### src/verilog/crcb_cfg.svh
// Constants of the byte-serial CRC-16 calculator
// Contract
// - Remainder of division by x^16+x^12+x^5+1
// - One 16-bit code over any byte count
// - Seed result first, then each byte updates
// - Each byte folded within two clock cycles
// - New remainder visible third cycle after a write into an empty FIFO
// - Input byte bit-reversed before use
// - Reversed byte, sixteen zeros, xor, divide
// - Result register holds remainder bit-reversed
`ifndef CRCB_CFG_SVH
`define CRCB_CFG_SVH

// ==========================================================
// Arithmetic
// ==========================================================
`define CRCB_POLY 16'h1021
`define CRCB_RESULT_RESET 16'h0000
`define CRCB_HOLD_RESET 8'h00

// ==========================================================
// Buffering
// ==========================================================
`define CRCB_FIFO_WIDTH 8
`define CRCB_FIFO_DEPTH 16

`endif

### src/verilog/crcb_pkg.sv
// Types shared by the CRC-16 calculator
package crcb_pkg;
   // Engine states, one-hot
   typedef enum logic [1:0] {
      CRCB_IDLE = 2'b01,
      CRCB_FOLD = 2'b10
   } crcb_state_t;

   // A write strobe with its data byte
   typedef struct packed {
      logic we;
      logic [7:0] data;
   } crcb_byte_wr_t;

   // A write strobe with a 16-bit seed
   typedef struct packed {
      logic we;
      logic [15:0] data;
   } crcb_seed_wr_t;
endpackage : crcb_pkg

### src/verilog/crcb_top.sv
// Byte FIFO and CRC-16 engine with the result and input registers
`timescale 1ns/1ns
`include "crcb_cfg.svh"

// ==========================================================
// Byte FIFO
// ==========================================================
module crcb_fifo #(
   parameter int WIDTH = `CRCB_FIFO_WIDTH,
   parameter int DEPTH = `CRCB_FIFO_DEPTH
) (
   input wire logic clk,
   input wire logic rst_n,
   input wire logic in_valid,
   output logic in_ready,
   input wire logic [WIDTH-1:0] in_data,
   output logic out_valid,
   input wire logic out_ready,
   output logic [WIDTH-1:0] out_data
);
   localparam int AW = $clog2(DEPTH);
   logic [WIDTH-1:0] mem [DEPTH];   // Flip-flop storage
   logic [AW-1:0] wr_ptr;           // Next slot to fill
   logic [AW-1:0] rd_ptr;           // Oldest slot
   logic [AW:0] count;              // Occupancy
   logic push;
   logic pop;

   assign in_ready = (count != (AW+1)'(DEPTH));
   assign out_valid = (count != '0);
   assign out_data = mem[rd_ptr];
   assign push = in_valid && in_ready;
   assign pop = out_valid && out_ready;

   // Storage is not reset: only slots already written are ever read
   always_ff @(posedge clk) begin
      if (push) begin
         mem[wr_ptr] <= in_data;
      end
   end

   // Pointers wrap naturally since depth is a power of two
   always_ff @(posedge clk or negedge rst_n) begin
      if (!rst_n) begin
         wr_ptr <= '0;
         rd_ptr <= '0;
      end else begin
         if (push) begin
            wr_ptr <= wr_ptr + 1'b1;
         end
         if (pop) begin
            rd_ptr <= rd_ptr + 1'b1;
         end
      end
   end

   // Occupancy; simultaneous push and pop leave it unchanged
   always_ff @(posedge clk or negedge rst_n) begin
      if (!rst_n) begin
         count <= '0;
      end else if (push && !pop) begin
         count <= count + 1'b1;
      end else if (pop && !push) begin
         count <= count - 1'b1;
      end
   end

   // Occupancy never passes the depth
   fifo_bound_a: assert property (@(posedge clk) disable iff (!rst_n)
      count <= (AW+1)'(DEPTH))
      else $error("fifo occupancy above depth");
endmodule : crcb_fifo

// ==========================================================
// Calculator top
// ==========================================================
module crcb_top (
   input wire logic MCLK,
   input wire logic RST_N,
   input wire crcb_pkg::crcb_seed_wr_t SEED_WR,
   input wire crcb_pkg::crcb_byte_wr_t BYTE_WR,
   output logic BYTE_READY,
   output logic [15:0] RESULT,
   output logic BUSY
);
   // Bit reversal of a byte
   function automatic logic [7:0] rev8(input logic [7:0] v);
      logic [7:0] r;
      r = '0;
      for (int i = 0; i < 8; i++) begin
         r[i] = v[7-i];
      end
      return r;
   endfunction : rev8

   // Bit reversal of a word
   function automatic logic [15:0] rev16(input logic [15:0] v);
      logic [15:0] r;
      r = '0;
      for (int i = 0; i < 16; i++) begin
         r[i] = v[15-i];
      end
      return r;
   endfunction : rev16

   // Long division of (byte followed by 16 zeros) xor remainder, MSB first
   function automatic logic [15:0] crc_step(input logic [15:0] rem, input logic [7:0] dv);
      logic [15:0] r;
      r = rem ^ {dv, 8'h00};
      for (int i = 0; i < 8; i++) begin
         r = r[15] ? ({r[14:0], 1'b0} ^ `CRCB_POLY) : {r[14:0], 1'b0};
      end
      return r;
   endfunction : crc_step

   crcb_pkg::crcb_state_t state;    // Engine state
   logic [7:0] hold;                // Reversed byte being folded
   logic [15:0] crc_result_reg;     // Remainder, stored bit-reversed
   logic [7:0] fifo_data;
   logic fifo_valid;
   logic pop;

   // ==========================================================
   // Input buffering
   // ==========================================================
   // The buffer absorbs bursts: the engine drains one byte per two cycles
   crcb_fifo #(
      .WIDTH(`CRCB_FIFO_WIDTH),
      .DEPTH(`CRCB_FIFO_DEPTH)
   ) u_fifo (
      .clk(MCLK),
      .rst_n(RST_N),
      .in_valid(BYTE_WR.we),
      .in_ready(BYTE_READY),
      .in_data(BYTE_WR.data),
      .out_valid(fifo_valid),
      .out_ready(state == crcb_pkg::CRCB_IDLE),
      .out_data(fifo_data)
   );
   assign pop = fifo_valid && (state == crcb_pkg::CRCB_IDLE);

   // ==========================================================
   // Engine
   // ==========================================================
   // First cycle takes and reverses the byte, second cycle folds it
   always_ff @(posedge MCLK or negedge RST_N) begin
      if (!RST_N) begin
         state <= crcb_pkg::CRCB_IDLE;
      end else begin
         case (state)
            crcb_pkg::CRCB_IDLE: begin
               if (pop) begin
                  state <= crcb_pkg::CRCB_FOLD;
               end
            end
            crcb_pkg::CRCB_FOLD: begin
               state <= crcb_pkg::CRCB_IDLE;
            end
            default: begin
               state <= crcb_pkg::CRCB_IDLE;
            end
         endcase
      end
   end

   // Reversed byte latch
   always_ff @(posedge MCLK or negedge RST_N) begin
      if (!RST_N) begin
         hold <= `CRCB_HOLD_RESET;
      end else if (pop) begin
         hold <= rev8(fifo_data);
      end
   end

   // Result register; a seed write wins over a finishing fold
   always_ff @(posedge MCLK or negedge RST_N) begin
      if (!RST_N) begin
         crc_result_reg <= `CRCB_RESULT_RESET;
      end else if (SEED_WR.we) begin
         crc_result_reg <= SEED_WR.data;
      end else if (state == crcb_pkg::CRCB_FOLD) begin
         // Work in normal order, store reversed
         crc_result_reg <= rev16(crc_step(rev16(crc_result_reg), hold));
      end
   end

   assign RESULT = crc_result_reg;
   assign BUSY = (state != crcb_pkg::CRCB_IDLE) || fifo_valid;

   // ==========================================================
   // Checks
   // ==========================================================
   // Byte 0x01 on seed zero gives the known reversed code 0x1189
   known_vector_a: assert property (@(posedge MCLK) disable iff (!RST_N)
      (state == crcb_pkg::CRCB_FOLD && hold == 8'h80 && crc_result_reg == 16'h0000
       && !SEED_WR.we) |=> RESULT == 16'h1189)
      else $error("known vector mismatch");

   // Bit 0 of the result carries the remainder's top bit
   reversed_out_a: assert property (@(posedge MCLK) disable iff (!RST_N)
      (state == crcb_pkg::CRCB_FOLD && hold == 8'h80 && crc_result_reg == 16'h0000
       && !SEED_WR.we) |=> RESULT[0] == 1'b1 && RESULT[15] == 1'b0)
      else $error("result not bit-reversed");

   // A zero byte on a zero remainder stays zero
   zero_extend_a: assert property (@(posedge MCLK) disable iff (!RST_N)
      (state == crcb_pkg::CRCB_FOLD && hold == 8'h00 && crc_result_reg == 16'h0000
       && !SEED_WR.we) |=> RESULT == 16'h0000)
      else $error("zero fold not zero");

   // Engine takes exactly two cycles per byte
   two_cycle_a: assert property (@(posedge MCLK) disable iff (!RST_N)
      pop |=> state == crcb_pkg::CRCB_FOLD ##1 state == crcb_pkg::CRCB_IDLE)
      else $error("fold not two cycles");

   // Write into an idle empty path folds at the third edge
   third_cycle_a: assert property (@(posedge MCLK) disable iff (!RST_N)
      (BYTE_WR.we && !fifo_valid && state == crcb_pkg::CRCB_IDLE)
      |=> pop ##1 state == crcb_pkg::CRCB_FOLD)
      else $error("third cycle timing broken");

   // The latched byte is the reverse of the popped one
   byte_reverse_a: assert property (@(posedge MCLK) disable iff (!RST_N)
      pop |=> hold[7] == $past(fifo_data[0]) && hold[6] == $past(fifo_data[1])
       && hold[5] == $past(fifo_data[2]) && hold[4] == $past(fifo_data[3])
       && hold[3] == $past(fifo_data[4]) && hold[2] == $past(fifo_data[5])
       && hold[1] == $past(fifo_data[6]) && hold[0] == $past(fifo_data[7]))
      else $error("byte not reversed");

   // Seed write replaces the result on the next edge
   seed_load_a: assert property (@(posedge MCLK) disable iff (!RST_N)
      SEED_WR.we |=> RESULT == $past(SEED_WR.data))
      else $error("seed not loaded");

   // Result only changes by seed or fold
   result_hold_a: assert property (@(posedge MCLK) disable iff (!RST_N)
      (!SEED_WR.we && state != crcb_pkg::CRCB_FOLD) |=> $stable(RESULT))
      else $error("result changed without cause");
endmodule : crcb_top

### config.mk
export PLATFORM = sky130hd
export DESIGN_NAME = crcb_top
export DESIGN_NICKNAME = d
export VERILOG_FILES = /design/src/verilog/crcb_pkg.sv /design/src/verilog/crcb_top.sv
export VERILOG_INCLUDE_DIRS = /design/src /design/src/verilog
export SDC_FILE = /design/constraint.sdc
export NUM_CORES = 1
export LEC_CHECK = 0
export BUFFER_PORTS_ARGS = -buffer_cell sky130_fd_sc_hd__buf_4
export CAP_MARGIN = 20
export CORE_UTILIZATION = 25
export CTS_CLUSTER_DIAMETER = 40
export CTS_CLUSTER_SIZE = 14
export DETAILED_ROUTE_END_ITERATION = 16
export PLACE_DENSITY_LB_ADDON = 0.12
export SLEW_MARGIN = 20
export SYNTH_ARGS = -nofsm -noshare
export SYNTH_HDL_FRONTEND = slang
export SYNTH_SLANG_ARGS = --single-unit
### constraint.sdc
create_clock -name MCLK -period 4 [get_ports MCLK]
set_clock_uncertainty 0.2 [all_clocks]
set_input_delay 0.2 -clock MCLK [delete_from_list [all_inputs] [get_ports MCLK]]
set_output_delay 0.2 -clock MCLK [all_outputs]
set_load 0.005 [all_outputs]
Word-level counts from Yosys, hierarchy flattened
Memory sizes are Yosys's and may differ from the RTL's. A register that Yosys moved wholly into a read port is not among the register bits.
Index checks and enable logic that the tools add are counted.

operators by class
  add/subtract/negate cells = 4
  equal/unequal tests = 5
  multiplexer cells = 16
  bitwise gates (word level) = 9
  reductions and logical operators = 11

operator list
  kind                                                   count
  two-way mux 13 bit                                     8
  two-way mux 16 bit                                     2
  inverter 3 bit                                         8
  XOR 16 bit                                             1
  two-way mux 5 bit                                      2
  adder 4 x 1 -> 4 bit, second input constant            2
  adder 5 x 1 -> 5 bit, second input constant            1
  inequality test 5 bit, second input constant           1
  nonzero test 5 bit                                     1
  subtractor 5 x 1 -> 5 bit, second input constant       1
  logical AND 1 bit                                      4
  two-way mux 2 bit                                      2
  nonzero test 2 bit                                     2
  zero test 1 bit                                        3
  equality test 2 x 1 -> 1 bit, second input constant    1
  equality test 2 bit, second input constant             1
  two-way mux 1 bit                                      2
  inequality test 2 x 1 -> 1 bit, second input constant  1
  inequality test 2 bit, second input constant           1
  logical OR 1 bit                                       1

storage, ports and cells
  register bits = 31
  bits in writable memories = 128
  logic and storage cells = 51
  memories kept = 1

memories
  name        depth  width  read ports  clocked after Yosys merged registers in  write ports  line            source
  u_fifo.mem  16     8      1           1                                        1            crcb_top.sv:22  logic [WIDTH-1:0] mem [DEPTH];

Logic depth before layout (Yosys ltp)
Gate-level depths: netlist of the first run.

  word-level depth = 19
  depth in mapped cells = 11
  gate-level depth less buffers = 10

Modules after synthesis
A second synthesis of the first run with hierarchy kept.

second synthesis, totals
  cells, all modules = 435
  area, all modules = 7184.4 sq um

modules (own cells, without submodules)
  module     instances  cells each  area an instance (sq um)  seq. area each (sq um)
  crcb_fifo  1          318         5820.6                    4169.0
  crcb_top   1          117         1363.8                    651.9

Worst setup path before layout of the first run
Ideal clock, no wire load.

  kind = register to register
  start point = register u_fifo.count[0]
  end point = register u_fifo.count[4]
  setup time = 80 ps
  arrival = 2805 ps
  data required time = 3720 ps
  setup slack = 915 ps
  stages on the path, launching flop included = 12
  path buffers = 1
  period minus slack after synthesis = 3085 ps
  path through = dfrtp_1 > or4_1 > o21a_1 > clkinv_2 > buf_4 > ha_1 > inv_1 > fa_1 > a21o_1 > a21oi_1 > mux2i_1 > xnor2_1

between the ends
  word-level cells in the longest chain between the ends = 5
  elaborated cells between the ends (all ways) = 13
  those cells by class = add/sub (2); eq/ne (1); mux (2); reduce/logical (8)

RTL lines
  what                                                               line            source
  start, declared                                                    crcb_top.sv:25  logic [AW:0] count;
  start signal, assigned                                             crcb_top.sv:62  count <= count + 1'b1;
  start signal, assigned                                             crcb_top.sv:64  count <= count - 1'b1;
  branches (longest 5 deep; another with subtractor 5 x 1 -> 5 bit)  -

Parallel ways; which one is timed is not known. The select of a mux whose other input is x is not followed.
A chain may end at the register's enable or synchronous reset.

Worst setup path in the final report of the first run
Ends and elaborated chain as after synthesis.

==> results of run 1 <==
## cell usage after synthesis, drive strengths merged (2+ instances only)
master,count
edfxtp,128
dfrtp,38
mux4,32
xnor2,28
nand2,22
mux2i,17
o21ai,16
a21oi,15
buf,15
nor2,15
nor2b,11
ha,9
a211o,8
a22o,8
nor3b,8
clkbuf,7
xor2,6
inv,4
nor3,4
a221o,3
nand2b,3
a21o,2
nand4,2
## cells by family after synthesis
family | count (synthesis) | synth area share [%]
simple gates | 67 | 4.74
xor+xnor | 34 | 4.24
flops | 167 | 68.6
buf+inv | 27 | 2.16
mux | 50 | 13.3
fa+ha+maj | 10 | 1.89
compound gates | 54 | 5.06
## through the flow
stage	power (uW)	util (%)	worst slack, ps
2_1_floorplan	4080	-	915
3_3_place_gp	4720	28.6	771
3_5_place_dp	4750	28.6	699
4_1_cts	6460	32.0	672
5_1_grt	6760	32.0	482
6_report	6340	32.0	722
## cell type report
class	count	area [um^2]	share of cell area, %
clock buffer	17	425	4.88
clock inverter	15	174	1.99
inverter	5	20.0	0.230
multi-input combinational	215	2050	23.5
sequential	167	4820	55.3
tap	372	465	5.34
timing repair buffer	89	761	8.73
## state kept, by name, indices dropped and copies added, names as in the netlist
register / cells
u_fifo.wr_ptr: 4
u_fifo.rd_ptr: 4
u_fifo.mem: 128
hold: 8
u_fifo.count: 5
RESULT: 16
state: 2
## metal layers
metal,GRT usage (%),vias to the layer above,routed length (um)
li1,-,1756,-
met1,14.7,1894,7340
met2,19.2,69,7260
met3,2.68,10,417
met4,3.06,0,136
met5,0,-,0
## power by group
part	switching, uW	total (uW)	internal, uW
combinational	1050	2180	1130
clock	766	1660	897
sequential	297	2500	2200
## worst register-to-register path, delay by kind of cell, from the launching register on
family / cells / cell delay (ps)
fa+ha+maj: 2 / 640
simple gates: 1 / 570
mux: 1 / 230
buf+inv: 2 / 340
flops: 1 / 450
xor+xnor: 1 / 130
compound gates: 3 / 640
## worst min-delay path by stage
| stage | from | end | depth (start not counted) | slack (ps) |
|---|---|---|---|---|
| CTS | SEED_WR[16] | RESULT[6]$_DFFE_PN0P_ | 2 | 3 |
| global route | SEED_WR[16] | RESULT[11]$_DFFE_PN0P_ | 2 | 30 |
| detailed placement | RST_N | u_fifo.count[0]$_DFFE_PN0P_ | 1 | 40 |
| finish | SEED_WR[16] | RESULT[13]$_DFFE_PN0P_ | 3 | 20 |
| floorplan | RST_N | RESULT[0]$_DFFE_PN0P_ | 0 | -300 |
| global placement | RST_N | u_fifo.count[1]$_DFFE_PN0P_ | 1 | 20 |
==> results.yml, run 1 <==
run_status:
  status: "finished clean"
floorplanning:
  start_util_pct: 25.8
  pin_count: 46
  chipHeight_um: 170
  core_region_area_um2: 27300
  dieArea_um2: 28800
  rows: 60
  die_w_um: 170
timing:
  rsz0062_at_grt: "no"
  max_freq_ghz: 0.305
  tns_ps: 0
  holdWs_ps: 23.1
  setup_viol: 0
  final_max_slew_viol_count: 0
  finalCriticalPeriod_ps: 3280
  tightest_slew_ps: 890
  period_share_pct: 81.9
  hold_violations: 0
  maxSlewHeadroom_pct: 40.4
pwr:
  leakagePower_uw: 0.00306
  peakVddDrop_mv: 0.260
  powerDensity_nw_per_um2: 727
placed_design:
  dp.cells: 816
  hpwlAfterDp_um: 9860
  place.gp.congestion: 0.693
  io_buffers: 45
  place_area_um2: 7800
synthesis:
  ys_async_sr_fraction_pct: 23.4
  postSynthCellCount: 409
  synthTopCellsByArea: "edfxtp_1, dfrtp_1, mux4_2, xnor2_1, mux4_1"
  yosys.area.top_type_share_pct: 54.7
  syn_nets: 447
  yosysTopAreaCell: "edfxtp_1"
  synth_flop_cell: "edfxtp_1"
  ys_warn_count: 0
  synth_seq_cells: 167
  synth_edf_count: 128
  syn_avg_cell_area_um2: 17.2
  syn_area_um2: 7020
  ys_seq_area_share_pct: 68.6
  synth.distinct_cells: 36
critical_path:
  path_cells: "or4_1 > o21a_1 > clkinv_2 > ha_1 > inv_1 > fa_1 > a21o_1 > a21oi_1 > mux2i_1 > xnor2_1"
  reg2reg_depth: 10
  crit_fanout: 19
  r2r-end: "u_fifo.count[4]$_DFFE_PN0P_"
  crit_start: "u_fifo.count[0]$_DFFE_PN0P_"
  critPathSlowestCell: "or4_1"
  timing.rr.start: "u_fifo.count[0]$_DFFE_PN0P_"
  cp.arrival_ps: 3430
  crit_buf_inv: 2
  max_stage_delay_ps: 570
  endpoint_kind: "flop"
  critPathKind: "reg2reg"
  cp.depth: 10
  worst-endpoint-required_ps: 4150
  cp-start-kind: "flop"
  endpoint: "u_fifo.count[4]$_DFFE_PN0P_"
  critPathTopFamily: "compound AO/OA/AOI/OAI gates"
  rrSetupSlack_ps: 720
grt:
  grt_pass1_vias: 4019
  antenna_found_initial: 0
  grt_usage_pct: 11.4
  grt_pass1_wl_um: 23900
  grt.overflow.total: 0
  grt_max_degree: 40
clock_network:
  tritoncts: "done"
  clockBufferDepth: 2
  cts.sink_count: 167
  h-tree-depth: 4
  hold_buffers: 32
  postCtsSetupBuffers: 0
  clk_pin_slew_worst_paths_ps: 70
  insertion_delay_ps: 430
  cts_buffers: 17
  cts-resized-gates: 0
  ctsRootBufferMaster: "clkbuf_16"
route:
  drt-total-wl_um: 15100
  dr.pass1.iters: 4
  drc: 0
  ant_nets: 0
  drt_iter0_markers: 228
  routedWlPerCell_um: 17.2
  routed_via_density: 4.24
  vias: 3729
final_layout:
  final_common_cell: "edfxtp_1"
  final_cell_mix: "edfxtp_1, buf_4, dfrtp_1"
  num-fill-cells: 2672
  nets: 533
  drive_gt1_share_pct: 23.0
  final_cells: 880
  antennaDiodeCount: 0
  design_area_um2: 8720
  synthToLayoutAreaGrowth_pct: 24.1
min_path:
  hp-class: "in2reg"
job:
  cap_violations: 0
(Power assumes the default switching activity.)
==> inputs of run 2 (changes only) <==
==> constraint.sdc (replaced) <==
create_clock -name MCLK -period 3.1 [get_ports MCLK]
set_clock_uncertainty 0.2 [all_clocks]
set_input_delay 0.155 -clock MCLK [delete_from_list [all_inputs] [get_ports MCLK]]
set_output_delay 0.155 -clock MCLK [all_outputs]
set_load 0.005 [all_outputs]
==> run 2 against run 1 <==
Combinational power is 32% higher. Cell area is 1.2% higher. Global-route usage is 0.25 points lower. Via count is 1.7% higher. Clock power is 24% higher. Maximum frequency is 12% higher. Flip-flop and latch count stayed put. Sequential power is 29% higher. Count of clock-buffer cells in the layout stayed put. Worst hold slack better by 2.0 ps. First-iteration DRC count is 25% lower. Critical path type unchanged. Critical endpoint unchanged.
==> results.yml, run 2 (same netlist as run 1, synthesis figures left out) <==
route:
  drc: 0
  drt-total-wl_um: 15100
  vias: 3792
  routedWlPerCell_um: 16.9
  ant_nets: 0
  drt_iter0_markers: 171
  routed_via_density: 4.25
  dr.pass1.iters: 4
floorplanning:
  pin_count: 46
  start_util_pct: 25.8
  dieArea_um2: 28800
  rows: 60
  core_region_area_um2: 27300
  die_w_um: 170
  chipHeight_um: 170
grt:
  grt_pass1_wl_um: 23600
  antenna_found_initial: 0
  grt_max_degree: 40
  grt_pass1_vias: 4015
  grt.overflow.total: 0
  grt_usage_pct: 11.2
clock_network:
  clk_pin_slew_worst_paths_ps: 80
  h-tree-depth: 4
  cts_buffers: 17
  ctsRootBufferMaster: "clkbuf_16"
  tritoncts: "done"
  insertion_delay_ps: 430
  cts.sink_count: 167
  clockBufferDepth: 2
timing:
  max_freq_ghz: 0.341
  maxSlewHeadroom_pct: 31.7
  setup_viol: 0
  rsz0062_at_grt: "no"
  tightest_slew_ps: 1020
  finalCriticalPeriod_ps: 2930
  period_share_pct: 94.6
  final_max_slew_viol_count: 0
  hold_violations: 0
  tns_ps: 0
final_layout:
  drive_gt1_share_pct: 22.9
  num-fill-cells: 2644
  design_area_um2: 8820
  fin_util_pct: 32.4
  nets: 545
  final_common_cell: "edfxtp_1"
  largest_reg_flops: 128
  seqCellArea_um2: 4820
  top_register: "u_fifo.mem"
  final_cell_mix: "edfxtp_1, buf_4, dlygate4sd3_1"
  multi_input_area_um2: 2050
  synthToLayoutAreaGrowth_pct: 25.6
  antennaDiodeCount: 0
placed_design:
  io_buffers: 45
  place_area_um2: 7800
  hpwlAfterDp_um: 9640
  place.gp.congestion: 0.754
min_path:
  hp-class: "in2reg"
  hold_depth: 3
critical_path:
  max_stage_delay_ps: 540
  crit_buf_inv: 2
  endpoint_kind: "flop"
  critPathKind: "reg2reg"
  cp.arrival_ps: 3090
  reg2reg_depth: 10
  critPathTopFamily: "compound AO/OA/AOI/OAI gates"
  crit_fanout: 6
  cp-start-kind: "flop"
  worst-endpoint-required_ps: 3250
  critPathSlowestCell: "or4_1"
  cp.depth: 10
  path_cells: "or4_1 > o21a_2 > clkinv_2 > ha_1 > inv_1 > fa_2 > a21o_1 > a21oi_1 > mux2i_1 > xnor2_1"
job:
  cap_violations: 0
pwr:
  leakagePower_uw: 0.00311
  powerDensity_nw_per_um2: 924
  peakVddDrop_mv: 0.292
run_status:
  status: "finished clean"
==> run 2: cell count changes in the layout (fill, tap and decap cells not counted), moves of 2 or more <==
cell / previous run / this run
dlygate4sd3_1: 32 / 44
inv_6: 2 / 4
inv_8: 7 / 5
clkinvlp_4: 3 / 0
clkinv_4: 1 / 3
==> run 2: worst paths after layout <==
| path | startpoint | end | slack [ps] |
|---|---|---|---|
| max in group asynchronous | RST_N | u_fifo.rd_ptr[0]$_DFFE_PN0P_ | 2220 |
| worst min-delay path | SEED_WR[16] | RESULT[0]$_DFFE_PN0P_ | 30 |
| worst min register to register | hold[1]$_DFFE_PN0P_ | hold[1]$_DFFE_PN0P_ | 330 |
| worst max register to register | u_fifo.count[1]$_DFFE_PN0P_ | u_fifo.count[4]$_DFFE_PN0P_ | 170 |
| min in group asynchronous | RST_N | u_fifo.count[2]$_DFFE_PN0P_ | 60 |
| worst max-delay path | u_fifo.count[1]$_DFFE_PN0P_ | u_fifo.count[4]$_DFFE_PN0P_ | 170 |
==> run 2: worst reg2reg max path, stage by stage, from the launching register on <==
cell      delay [ps]
dfrtp_2          450
or4_1            540
o21a_2           260
clkinv_2          60
ha_1             150
inv_1            110
fa_2             370
a21o_1           190
a21oi_1          170
mux2i_1          230
xnor2_1          130
==> run 2: area by class of cell <==
cell class                 count  share of cell area (%)
clock inverter                15                    1.74
clock buffer                  17                    4.82
inverter                       5                   0.227
timing repair buffer         101                    9.98
multi-input combinational    215                    23.3
tap                          372                    5.28
sequential                   167                    54.7
==> run 2: repair_timing <==
item / in CTS / in global routing
hold endpoints to repair: 183 / 0
resized for setup: 0 / 3
setup endpoints to repair: 0 / 1
hold buffers: 44 / 0
setup buffers: 0 / 0
==> run 2: layer usage <==
| metal | up-vias | routed length [um] | GRT usage, % |
|---|---|---|---|
| met5 | - | 0 | 0 |
| met4 | 0 | 115 | 3.41 |
| met3 | 9 | 393 | 2.54 |
| met2 | 64 | 6970 | 17.6 |
| met1 | 1937 | 7630 | 15.3 |
| li1 | 1782 | - | - |
==> run 2: per-stage QoR <==
stage | setup WS, ps | hold slack, ps | total power (uW) | instances
detailed placement | 91.6 | -4.63 | 6120 | 816
finish | 167 | 25.1 | 8150 | 892
global route | 17.4 | 81.3 | 8680 | 892
global placement | 120 | -14.4 | 6100 | 816
CTS | 63.5 | 5.37 | 8300 | 892
floorplan | 14.6 | -341 | 5260 | 409
==> run 2: power breakdown <==
group          internal, uW  leakage, uW  total [uW]  switching, uW
registers              2840      0.00162        3220            376
logic                  1510      0.00120        2880           1370
clock network          1080     0.000286        2060            984
total                  5430      0.00311        8150           2730
